**src/hdl/eam_params.svh**
```systemverilog
/*
 * Constants of the exclusive access monitor: address windows, status codes, size codes.
 * Assumes it is included by the monitor files by bare name.
 */
`ifndef EAM_PARAMS_SVH
`define EAM_PARAMS_SVH

// Device windows of the default map that skip the global monitor unless the override is set
`define EAM_DEV0_LO      32'h4000_0000
`define EAM_DEV0_HI      32'h5fff_ffff
`define EAM_DEV1_LO      32'hc000_0000
`define EAM_DEV1_HI      32'hffff_ffff

// Store-exclusive status values
`define EAM_STATUS_PASS  1'h0
`define EAM_STATUS_FAIL  1'h1

// Access size codes
`define EAM_SIZE_BYTE    2'h0
`define EAM_SIZE_HALF    2'h1
`define EAM_SIZE_WORD    2'h2

`endif

```
**src/hdl/eam_pkg.sv**
```systemverilog
/*
 * Types of the exclusive access monitor.
 * Assumes nothing beyond a SystemVerilog compiler.
 */
package eam_pkg;

    typedef enum logic [1:0] {
        EAM_OP_LOAD,
        EAM_OP_STORE,
        EAM_OP_CLEAR
    } eam_op_t;

    typedef enum logic [1:0] {
        EAM_ST_IDLE,
        EAM_ST_LOAD,
        EAM_ST_STORE
    } eam_state_t;

endpackage

```
**src/hdl/eam_lane_swap.sv**
```systemverilog
/*
 * Byte order conversion between register value and memory byte order.
 * Assumes data sits in the low lanes of a 32-bit word; purely combinational.
 */
`timescale 1ns/1ps
`include "eam_params.svh"

module eam_lane_swap (
    input  wire logic [1:0]  size,
    input  wire logic        big_endian,
    input  wire logic [31:0] din,
    output logic      [31:0] dout
);
    wire [31:0] word_rev = {din[7:0], din[15:8], din[23:16], din[31:24]};
    wire [31:0] half_rev = {16'h0000, din[7:0], din[15:8]};
    wire [31:0] be_val   = (size == `EAM_SIZE_WORD) ? word_rev :
                           (size == `EAM_SIZE_HALF) ? half_rev : {24'h000000, din[7:0]};
    wire [31:0] le_val   = (size == `EAM_SIZE_WORD) ? din :
                           (size == `EAM_SIZE_HALF) ? {16'h0000, din[15:0]} :
                                                      {24'h000000, din[7:0]};

    // Big-endian puts the msbyte at the lowest address [RULE_15]
    // Little-endian puts the lsbyte at the lowest address [RULE_16]
    assign dout = big_endian ? be_val : le_val;
endmodule

```
**src/hdl/eam_monitor.sv**
```systemverilog
/*
 * Local exclusive access monitor with bus exclusive signalling toward a global monitor.
 * Assumes the requester, the exception logic and the bus all run on ref_clk.
 */
`timescale 1ns/1ps
`include "eam_params.svh"

// What the document asks of this block, the system and software
// RULE_01 - Store-exclusive with tag held writes and returns status zero.
// RULE_02 - Store-exclusive without tag writes nothing and returns status one.
// RULE_03 - Load-exclusive reads the location and sets the local tag.
// RULE_04 - Byte, halfword and word sizes, plain and acquire/release forms.
// RULE_05 - Clear-exclusive drops only the local tag.
// RULE_06 - Every store-exclusive drops the local tag, pass or fail.
// RULE_07 - A taken exception drops the local tag.
// RULE_08 - The system tags shared locations in its global monitor.
// RULE_09 - Shareable store-exclusive may clear global tags in the system.
// RULE_10 - Default map device windows skip global monitor unless override set.
// RULE_11 - Exclusive accesses to shared regions raise the bus exclusive flag.
// RULE_12 - Override set: exclusive flag always raised.
// RULE_13 - Otherwise exclusive flag low and only the local tag counts.
// RULE_14 - Flag raised but no global monitor answer: store-exclusive fails.
// RULE_15 - Big-endian: msbyte at lowest byte address.
// RULE_16 - Little-endian: lsbyte at lowest byte address.
// RULE_17 - Software pairs loads and stores of matching size and form.
// RULE_18 - Software retries the whole sequence after a failed status.
// RULE_19 - Store passes locally only with tag set; reset clears tag.
module eam_monitor (
    input  wire logic        ref_clk,
    input  wire logic        nrst,
    input  wire logic        op_valid,
    output logic             op_ready,
    input  eam_pkg::eam_op_t op_kind,
    input  wire logic [1:0]  op_size,
    input  wire logic        op_acq_rel,
    input  wire logic [31:0] op_addr,
    input  wire logic [31:0] op_wdata,
    input  wire logic        exception_taken,
    input  wire logic        external_exclusive_override,
    input  wire logic        mpu_enable,
    input  wire logic        mpu_shareable,
    input  wire logic        big_endian,
    output logic             bus_valid,
    output logic             bus_write,
    output logic [31:0]      bus_addr,
    output logic [1:0]       bus_size,
    output logic [31:0]      bus_wdata,
    output logic             bus_acq_rel,
    output logic             hexcl,
    input  wire logic        bus_done,
    input  wire logic [31:0] bus_rdata,
    input  wire logic        bus_exokay,
    output logic             resp_valid,
    output logic             resp_status,
    output logic [31:0]      resp_rdata,
    output logic             tag_set
);
    eam_pkg::eam_state_t state_q;
    eam_pkg::eam_state_t state_d;
    logic                tag_q;
    logic                tag_d;
    logic [1:0]          size_q;
    logic                be_q;
    logic [31:0]         mem_wdata;
    logic [31:0]         reg_rdata;

    function automatic logic in_dev_window(input logic [31:0] a);
        in_dev_window = (a >= `EAM_DEV0_LO && a <= `EAM_DEV0_HI) ||
                        (a >= `EAM_DEV1_LO && a <= `EAM_DEV1_HI);
    endfunction

    wire idle      = (state_q == eam_pkg::EAM_ST_IDLE);
    wire accept    = op_valid && idle;
    wire acc_load  = accept && (op_kind == eam_pkg::EAM_OP_LOAD);
    wire acc_store = accept && (op_kind == eam_pkg::EAM_OP_STORE);
    wire acc_clear = accept && (op_kind == eam_pkg::EAM_OP_CLEAR);
    wire size_ok   = (op_size == `EAM_SIZE_BYTE) || (op_size == `EAM_SIZE_HALF) ||
                     (op_size == `EAM_SIZE_WORD);

    // Shared under the MPU, or default map outside the device windows [RULE_10] [RULE_11]
    wire shared_ok = mpu_enable ? mpu_shareable : !in_dev_window(op_addr);
    // Override forces external signalling; else raised for shared regions, low and local only otherwise [RULE_12] [RULE_13]
    wire ext_excl  = external_exclusive_override || shared_ok;
    // Store issues a write only while the local tag is held [RULE_19] [RULE_01]
    wire st_write  = acc_store && tag_q;
    // External flag raised with no exclusive-okay answer fails the store [RULE_14]
    wire st_status = (hexcl && !bus_exokay) ? `EAM_STATUS_FAIL : `EAM_STATUS_PASS;

    assign op_ready = idle;
    assign tag_set  = tag_q;

    eam_lane_swap u_wswap (
        .size       (op_size),
        .big_endian (big_endian),
        .din        (op_wdata),
        .dout       (mem_wdata)
    );

    eam_lane_swap u_rswap (
        .size       (size_q),
        .big_endian (be_q),
        .din        (bus_rdata),
        .dout       (reg_rdata)
    );

    // Exception wins over a load accepted in the same cycle: the load still reads but the tag stays clear
    always_comb begin
        tag_d = tag_q;
        if (acc_load && size_ok) begin
            tag_d = 1'b1;                                    // [RULE_03] [RULE_04]
        end
        if (acc_store || acc_clear) begin
            tag_d = 1'b0;                                    // [RULE_05] [RULE_06]
        end
        if (exception_taken) begin
            tag_d = 1'b0;                                    // [RULE_07]
        end
    end

    always_comb begin
        state_d = state_q;
        case (state_q)
            eam_pkg::EAM_ST_IDLE: begin
                if (acc_load) begin
                    state_d = eam_pkg::EAM_ST_LOAD;
                end else if (st_write) begin
                    state_d = eam_pkg::EAM_ST_STORE;
                end
            end
            eam_pkg::EAM_ST_LOAD,
            eam_pkg::EAM_ST_STORE: begin
                if (bus_done) begin
                    state_d = eam_pkg::EAM_ST_IDLE;
                end
            end
            default: begin
                state_d = eam_pkg::EAM_ST_IDLE;
            end
        endcase
    end

    // Reset leaves the tag clear so a first store fails [RULE_19]
    always_ff @(posedge ref_clk or negedge nrst) begin
        if (!nrst) begin
            state_q <= eam_pkg::EAM_ST_IDLE;
            tag_q   <= 1'b0;
        end else begin
            state_q <= state_d;
            tag_q   <= tag_d;
        end
    end

    // Bus request stays up until the bus reports completion
    always_ff @(posedge ref_clk or negedge nrst) begin
        if (!nrst) begin
            bus_valid   <= 1'b0;
            bus_write   <= 1'b0;
            bus_addr    <= 32'h0000_0000;
            bus_size    <= 2'h0;
            bus_wdata   <= 32'h0000_0000;
            bus_acq_rel <= 1'b0;
            hexcl       <= 1'b0;
            size_q      <= 2'h0;
            be_q        <= 1'b0;
        end else if (acc_load || st_write) begin
            bus_valid   <= 1'b1;
            bus_write   <= acc_store;                        // [RULE_01]
            bus_addr    <= op_addr;
            bus_size    <= op_size;                          // [RULE_04]
            bus_wdata   <= mem_wdata;
            bus_acq_rel <= op_acq_rel;                       // [RULE_04]
            hexcl       <= ext_excl;                         // [RULE_11] [RULE_12] [RULE_13]
            size_q      <= op_size;
            be_q        <= big_endian;
        end else if (bus_done) begin
            bus_valid   <= 1'b0;
            bus_write   <= 1'b0;
            hexcl       <= 1'b0;
        end
    end

    // Status and data answer one cycle after the deciding edge
    always_ff @(posedge ref_clk or negedge nrst) begin
        if (!nrst) begin
            resp_valid  <= 1'b0;
            resp_status <= `EAM_STATUS_PASS;
            resp_rdata  <= 32'h0000_0000;
        end else begin
            resp_valid  <= 1'b0;
            if (acc_store && !tag_q) begin
                resp_valid  <= 1'b1;
                resp_status <= `EAM_STATUS_FAIL;             // [RULE_02]
            end else if (acc_clear) begin
                resp_valid  <= 1'b1;
                resp_status <= `EAM_STATUS_PASS;
            end else if (bus_done && state_q == eam_pkg::EAM_ST_STORE) begin
                resp_valid  <= 1'b1;
                resp_status <= st_status;                    // [RULE_01] [RULE_14]
            end else if (bus_done && state_q == eam_pkg::EAM_ST_LOAD) begin
                resp_valid  <= 1'b1;
                resp_status <= `EAM_STATUS_PASS;
                resp_rdata  <= reg_rdata;                    // [RULE_03]
            end
        end
    end

    a_store_no_tag: assert property (@(posedge ref_clk) disable iff (!nrst) // [RULE_02]
        acc_store && !tag_q |=> resp_valid && resp_status && !bus_valid)
        else $error("store without tag did not fail cleanly");

    a_store_clears: assert property (@(posedge ref_clk) disable iff (!nrst) // [RULE_06]
        acc_store |=> !tag_q)
        else $error("store-exclusive left the tag set");

    a_load_sets: assert property (@(posedge ref_clk) disable iff (!nrst) // [RULE_03]
        acc_load && size_ok && !exception_taken |=> tag_q && bus_valid && !bus_write)
        else $error("load-exclusive did not set tag or read");

    a_clear_drops: assert property (@(posedge ref_clk) disable iff (!nrst) // [RULE_05]
        acc_clear |=> !tag_q && !bus_valid)
        else $error("clear-exclusive left tag or touched bus");

    a_exc_drops: assert property (@(posedge ref_clk) disable iff (!nrst) // [RULE_07]
        exception_taken |=> !tag_q)
        else $error("exception left the tag set");

    a_store_write: assert property (@(posedge ref_clk) disable iff (!nrst) // [RULE_19]
        st_write |=> bus_valid && bus_write && bus_wdata == $past(mem_wdata))
        else $error("store with tag did not write");

    a_store_pass: assert property (@(posedge ref_clk) disable iff (!nrst) // [RULE_01]
        state_q == eam_pkg::EAM_ST_STORE && bus_done && (!hexcl || bus_exokay)
        |=> resp_valid && !resp_status)
        else $error("held store did not report pass");

    a_ext_fail: assert property (@(posedge ref_clk) disable iff (!nrst) // [RULE_14]
        state_q == eam_pkg::EAM_ST_STORE && bus_done && hexcl && !bus_exokay
        |=> resp_valid && resp_status)
        else $error("unmonitored external store did not fail");

    a_override_ext: assert property (@(posedge ref_clk) disable iff (!nrst) // [RULE_12]
        (acc_load || st_write) && external_exclusive_override |=> hexcl)
        else $error("override set but exclusive flag low");

    a_dev_window: assert property (@(posedge ref_clk) disable iff (!nrst) // [RULE_10]
        (acc_load || st_write) && !external_exclusive_override && !mpu_enable
        && in_dev_window(op_addr) |=> !hexcl)
        else $error("default device window raised exclusive flag");

    a_idle_low: assert property (@(posedge ref_clk) disable iff (!nrst) // [RULE_13]
        !bus_valid |-> !hexcl)
        else $error("exclusive flag up with no bus request");
endmodule

```
**config.mk**
```make
export PLATFORM = sky130hd
export DESIGN_NAME = eam_monitor
export DESIGN_NICKNAME = d
export VERILOG_FILES = /design/src/hdl/eam_pkg.sv /design/src/hdl/eam_lane_swap.sv /design/src/hdl/eam_monitor.sv
export VERILOG_INCLUDE_DIRS = /design/src /design/src/hdl
export SDC_FILE = /design/constraint.sdc
export NUM_CORES = 1
export LEC_CHECK = 0
export BUFFER_PORTS_ARGS = -buffer_cell sky130_fd_sc_hd__buf_2
export CAP_MARGIN = 15
export CELL_PAD_IN_SITES_DETAIL_PLACEMENT = 0
export CELL_PAD_IN_SITES_GLOBAL_PLACEMENT = 2
export CORE_MARGIN = 3
export CORE_UTILIZATION = 33
export DETAILED_ROUTE_END_ITERATION = 8
export HOLD_SLACK_MARGIN = 0.15
export PLACE_DENSITY = 0.89
export SETUP_SLACK_MARGIN = 0.05
export SYNTH_ARGS = -nofsm -noshare
export SYNTH_HDL_FRONTEND = slang
export SYNTH_HIERARCHICAL = 1
export SYNTH_SLANG_ARGS = --single-unit
```
**constraint.sdc**
```tcl
create_clock -name ref_clk -period 5.8 [get_ports ref_clk]
set_clock_uncertainty 0.05 [all_clocks]
set_input_delay 0.58 -clock ref_clk [delete_from_list [all_inputs] [get_ports ref_clk]]
set_output_delay 0.58 -clock ref_clk [all_outputs]
set_load 0.005 [all_outputs]
```
## Word level (Yosys, flattened, before mapping)

Index checks and enable logic that the tools add are counted.
Widths: inputs -> output; s select.

| word-level totals | value |
|---|---|
| input port bits | 111 |
| bits in registers | 108 |
| output and inout bits | 106 |
| logic and storage cells | 91 |

| cells by class | value |
|---|---|
| $lt $le $gt $ge | 4 |
| multiplexer cells | 31 |
| bitwise gates (word level) | 3 |
| eq/ne operators | 10 |
| reduce and logical (&&, ||, !) cells | 30 |

Operators with widths:

| kind | number |
|---|---|
| $mux 32 | 6 |
| $mux 16 | 4 |
| $ge 32x31->1 const B | 1 |
| $ge 32x32->1 const B | 1 |
| $le 32x31->1 const B | 1 |
| $le 32x32->1 const B | 1 |
| $mux 1 | 17 |
| $logic_and 1x1->1 | 12 |
| $eq 2x1->1 const B | 4 |
| $eq 2x2->1 const B | 4 |
| $logic_not 2->1 | 3 |
| $logic_or 1x1->1 | 6 |
| $mux 2 | 3 |
| $pmux 2 s2 | 1 |
| $reduce_and 4->1 | 1 |
| $reduce_bool 4->1 | 1 |
| $logic_not 1->1 | 3 |
| $ne 3x1->1 const B | 1 |
| $not 1->1 | 3 |
| $reduce_bool 3->1 | 1 |
| $ne 2x2->1 const B | 1 |
| $reduce_and 2->1 | 1 |
| $reduce_bool 2->1 | 1 |
| $reduce_or 2->1 | 1 |

## Logic depth before layout (Yosys ltp)

| logic depth | value |
|---|---|
| depth in word-level cells | 7 |
| depth in mapped cells | 7 |
| mapped depth without buffers | 5 |

## Hierarchy

Netlist, hierarchy kept.

By module, submodules not included:

| module | seq. area each (µm²) | cells each | instances | area an instance (µm²) |
|---|---|---|---|---|
| eam_monitor | 2,702.6 | 264 | 1 | 4,215.3 |
| eam_lane_swap | 0.0 | 130 | 2 | 862.1 |

## Least setup slack after synthesis

Ideal clock, no wire load.

| path | value |
|---|---|
| path type | flip-flop to flip-flop |
| start point | register state_q[0] |
| end point | register resp_rdata[0] |
| buffers on the path | 1 |
| path slack | 3.757 ns |
| cell stages (with the launch flop) | 7 |
| library setup time | 0.125 ns |
| required time | 5.625 ns |
| period minus slack after synthesis | 2.043 ns |
| arrival | 1.868 ns |
| cell sequence | dfrtp_1 inv_1 ha_1 and4b_4 a2111oi_4 buf_6 mux2_2 |

| between the ends | value |
|---|---|
| cells in the longest elaborated chain, start to end | 6 |
| elaborated cells on any way between the ends | 13 |
| those cells by class | eq/ne: 2; bitwise: 3; reduce/logical: 8 |

Ends and longest elaborated chain:

| item | line | source |
|---|---|---|
| from (decl) | eam_monitor.sv:58 | `eam_pkg::eam_state_t state_q;` |
| from (signal assigned) | eam_monitor.sv:145 | `state_q <= eam_pkg::EAM_ST_IDLE;` |
| from (signal assigned) | eam_monitor.sv:148 | `state_q <= state_d;` |
| $logic_not 2->1 (*) | eam_monitor.sv:72 | `wire idle = (state_q == eam_pkg::EAM_ST_IDLE);` |
| net op_ready | eam_monitor.sv:32 | `output logic op_ready,` |
| $logic_and 1x1->1 (*) | eam_monitor.sv:73 | `wire accept = op_valid && idle;` |
| $logic_and 1x1->1 | eam_monitor.sv:75 | `wire acc_store = accept && (op_kind == eam_pkg::EAM_OP_STORE);` |
| $logic_and 1x1->1 | eam_monitor.sv:190 | `if (acc_store && !tag_q) begin` |
| $not 1->1 (no source line) | -- |  |
| $reduce_and 4->1 (no source line) (*) | -- |  |
| to (signal assigned) | eam_monitor.sv:202 | `resp_rdata <= reg_rdata;` |
| to (decl) | eam_monitor.sv:55 | `output logic [31:0] resp_rdata,` |

The timed path passes the listed nets; every way through them passes the cells marked *.
A chain may end at the register's enable or synchronous reset.

## Worst setup path after layout

| path | value |
|---|---|
| start point | register state_q[0] |
| end point | register bus_addr[20] |

| between the ends | value |
|---|---|
| cells in the longest elaborated chain, start to end | 5 |
| elaborated cells on any way between the ends | 6 |
| those cells by class | reduce/logical: 6 |

Ends and longest elaborated chain:

| item | line | source |
|---|---|---|
| $logic_not 2->1 (*) | eam_monitor.sv:72 |  |
| $logic_and 1x1->1 (*) | eam_monitor.sv:73 |  |
| $logic_and 1x1->1 | eam_monitor.sv:75 |  |
| $logic_and 1x1->1 | eam_monitor.sv:85 | `wire st_write = acc_store && tag_q;` |
| $logic_or 1x1->1 (*) | eam_monitor.sv:165 | `end else if (acc_load \|\| st_write) begin` |
| to (signal assigned) | eam_monitor.sv:168 | `bus_addr <= op_addr;` |
| to (decl) | eam_monitor.sv:45 | `output logic [31:0] bus_addr,` |

Mark *: on every way between the ends. The rest lies on a longest branch, timed or not.

==> impl_metrics.csv <==
group,metric,value,unit
worst_setup_path,cp-startpoint,"state_q[0]",
route,drt_iter0_markers,193,
timing,rsz0062_at_grt,"no",
timing,setup_viol,0,
die,fp.dieArea,19600,µm²
worst_setup_path,critPathKind,"flop to flop",
synthesis,synthCells,524,
die,die_y,140,µm
global_route,grt_start_max_net_pins,72,
worst_setup_path,r2r_start,"state_q[0]",
cells_and_area,final_cell_mix,"buf_2 (215), dfrtp_1 (107), mux2_2 (96), a21oi_1 (52), nor2_1 (48)",
synthesis,synth_area,5940,µm²
timing,period_needed,2.48,ns
timing,fin_crit_sh,0.428,
worst_hold_path,hold_class,"primary input to asynchronous set/reset pin",
route,wl_per_cell,17.9,µm
synthesis,synth-xor-area-share,0.00147,
synthesis,synth_nets,638,
die,rows,48,
placement,hpwl,12200,µm
route,drtAntennaViolNets,0,
run_status,outcome,"finished clean",
timing,worst_pin_slew,1.15,ns
worst_setup_path,start_kind,"flop",
timing,max_freq,403,MHz
synthesis,seq_area_frac_synth,0.455,
power,p_per_area,438,nW/µm²
synthesis,synth_top_cell_by_area,"dfrtp_1",
worst_setup_path,worstPathRequired,5.98,ns
worst_setup_path,crit_fanout,71,
clock_network,root_buffer,"clkbuf_16",
synthesis,synthAdderAreaFrac,0.00632,
route,drc_errors,0,
synthesis,yosysUniqueCellTypes,41,
clock_network,cts_buffers,9,
global_route,overflow,0,
power,p_leak,3.55,nW
cells_and_area,layout-drive-gt1-share,0.511,
route,vias,4867,
global_route,grt_first_pass_wirelength,26500,µm
timing,drv_slew,0,
cells_and_area,nets,829,
power,peakVddDrop,0.000215,V
die,initial_utilization,0.340,
clock_network,cts_tree,"done",
worst_setup_path,cp.arrival,2.66,ns
synthesis,synth-seq-cells,108,
synthesis,synth_mux_area_frac,0.244,
worst_setup_path,reg2reg_slack,3.32,ns
placement,port_buffers,216,
timing,holdWs,0.218,ns
synthesis,synth.area.top_cells,"dfrtp_1 (46%), mux2_2 (18%), mux2i_1 (5.4%)",
route,routed_wl,16900,µm
job,cap_viol_max_count,0,
synthesis,synth_top_area_share,0.455,
clock_network,cts_resized,0,
clock_network,cts_buffer_depth,2,
synthesis,synth_top_family_by_area,"multiplexers",
clock_network,postCtsSetupBuffers,0,
synthesis,yosysWarningCount,6,
synthesis,avgSynthCellArea,11.3,µm²
timing,maxSlewHeadroom,0.236,
cells_and_area,syn_to_final_growth,23.5,%
worst_setup_path,r2r_cells,5,
clock_network,cts.reportedPaths.clkPinSlew,0.08,ns
clock_network,clkSinkCount,108,
clock_network,insertion_delay,0.35,ns
worst_setup_path,setup.worst_path.end_class,"flop",
route,drt-pass1-iter-count,5,
global_route,antenna_found_initial,2,
global_route,grt_usage,0.168,
die,ioPinCount,217,
cells_and_area,final_common_cell,"buf_2",
placement,routabilityCongestion,0.844,
synthesis,synth-simple-area-share,0.129,
clock_network,cts_hold_buf,0,
worst_setup_path,r2r_end,"bus_addr[20]",
die,fp.dieW,140,µm
global_route,grt_pass1_vias,5029,
route,vias_per_cell,5.14,
synthesis,synth-compound-area-share,0.111,
timing,hold_violations,0,
die,coreArea,17500,µm²
timing,fin_tns_setup,0,ns
clock_network,htree_num_levels,3,
==> sequential cells by signal, summed over array words and instances (netlist names) <==
register and flops:
be_q 1, bus_acq_rel 1, bus_addr 32, bus_valid 1, bus_wdata 32, bus_write 1
hexcl 1, resp_rdata 32, resp_status 1, resp_valid 1, size_q 2, state_q 2
tag_set 1
==> synthesized netlist by cell type, drive strengths merged <==
| cell type | count |
|---|---|
| a211oi | 1 |
| nor3 | 16 |
| nand2b | 7 |
| o32ai | 16 |
| and2 | 2 |
| ha | 3 |
| xor2 | 1 |
| mux2i | 32 |
| a21o | 1 |
| a21oi | 52 |
| a22oi | 1 |
| nand3b | 16 |
| o22ai | 17 |
| or2b | 1 |
| and4b | 2 |
| mux2 | 100 |
| a31oi | 2 |
| clkbuf | 2 |
| nor3b | 1 |
| o21ai | 3 |
| or2 | 16 |
| o221ai | 1 |
| dfrtp | 108 |
| nor2b | 17 |
| and2b | 1 |
| inv | 7 |
| and3b | 1 |
| nor2 | 48 |
| nand2 | 10 |
| buf | 37 |
| and4bb | 1 |
| a2111oi | 1 |
==> metal layers <==
metal / vias up / wire (µm) / track usage
li1: 2266 / - / -
met5: - / 14 / 0
met1: 2373 / 7070 / 0.211
met3: 20 / 1810 / 0.0683
met4: 4 / 231 / 0.0490
met2: 204 / 7780 / 0.267
==> how the worst max path moves through the flow <==
stage                         end  cells after the start
finish               bus_addr[20]                      5
CTS                  bus_addr[20]                      5
detailed placement   bus_wdata[5]                      5
floorplan           resp_rdata[0]                      6
global placement     bus_wdata[1]                      5
global route        bus_wdata[16]                      5
==> critical path, cell delays in order (launching register included) <==
cell	delay, ns
dfrtp_1	0.40
inv_1	0.11
ha_1	0.28
and3b_1	0.27
and2_4	0.76
mux2_2	0.42
==> power breakdown <==
group          total (mW)  switching [mW]  internal (mW)
registers            1.27           0.195           1.07
clock network       0.619           0.316          0.303
logic                1.33           0.643          0.687
total                3.22            1.15           2.06
==> cells by family after synthesis <==
logic type,count (synthesis)
muxes,132
adders and majority gates,3
DFF,108
AOI/OAI and AO/OA,95
buffers and inverters,46
and+or+nand+nor,139
xor gates and xnor gates,1
==> area by class of cell <==
cell class              instances  area (µm²)
clock buffers                   9         225
repair buffers                219        1110
clock inverters                 7        67.6
flip-flops and latches        108        2700
well taps                     225         282
inverters                       7        26.3
fillers                      1736       10100
diodes                          1        2.50
multi-input cells             370        2920
==> metrics by stage <==
step | area, µm² | worst slack (ns) | std cells | total power, mW | util
2_1_floorplan | 5940 | 3.76 | 524 | 2.10 | -
3_3_place_gp | 7040 | 3.29 | 929 | 2.58 | 0.403
3_5_place_dp | 7040 | 3.19 | 929 | 2.63 | 0.403
4_1_cts | 7330 | 3.31 | 945 | 3.27 | 0.420
5_1_grt | 7330 | 3.11 | 945 | 3.46 | 0.420
6_report | 7340 | 3.32 | 946 | 3.22 | 0.420
No activity file was read; power rests on OpenSTA's default activity.
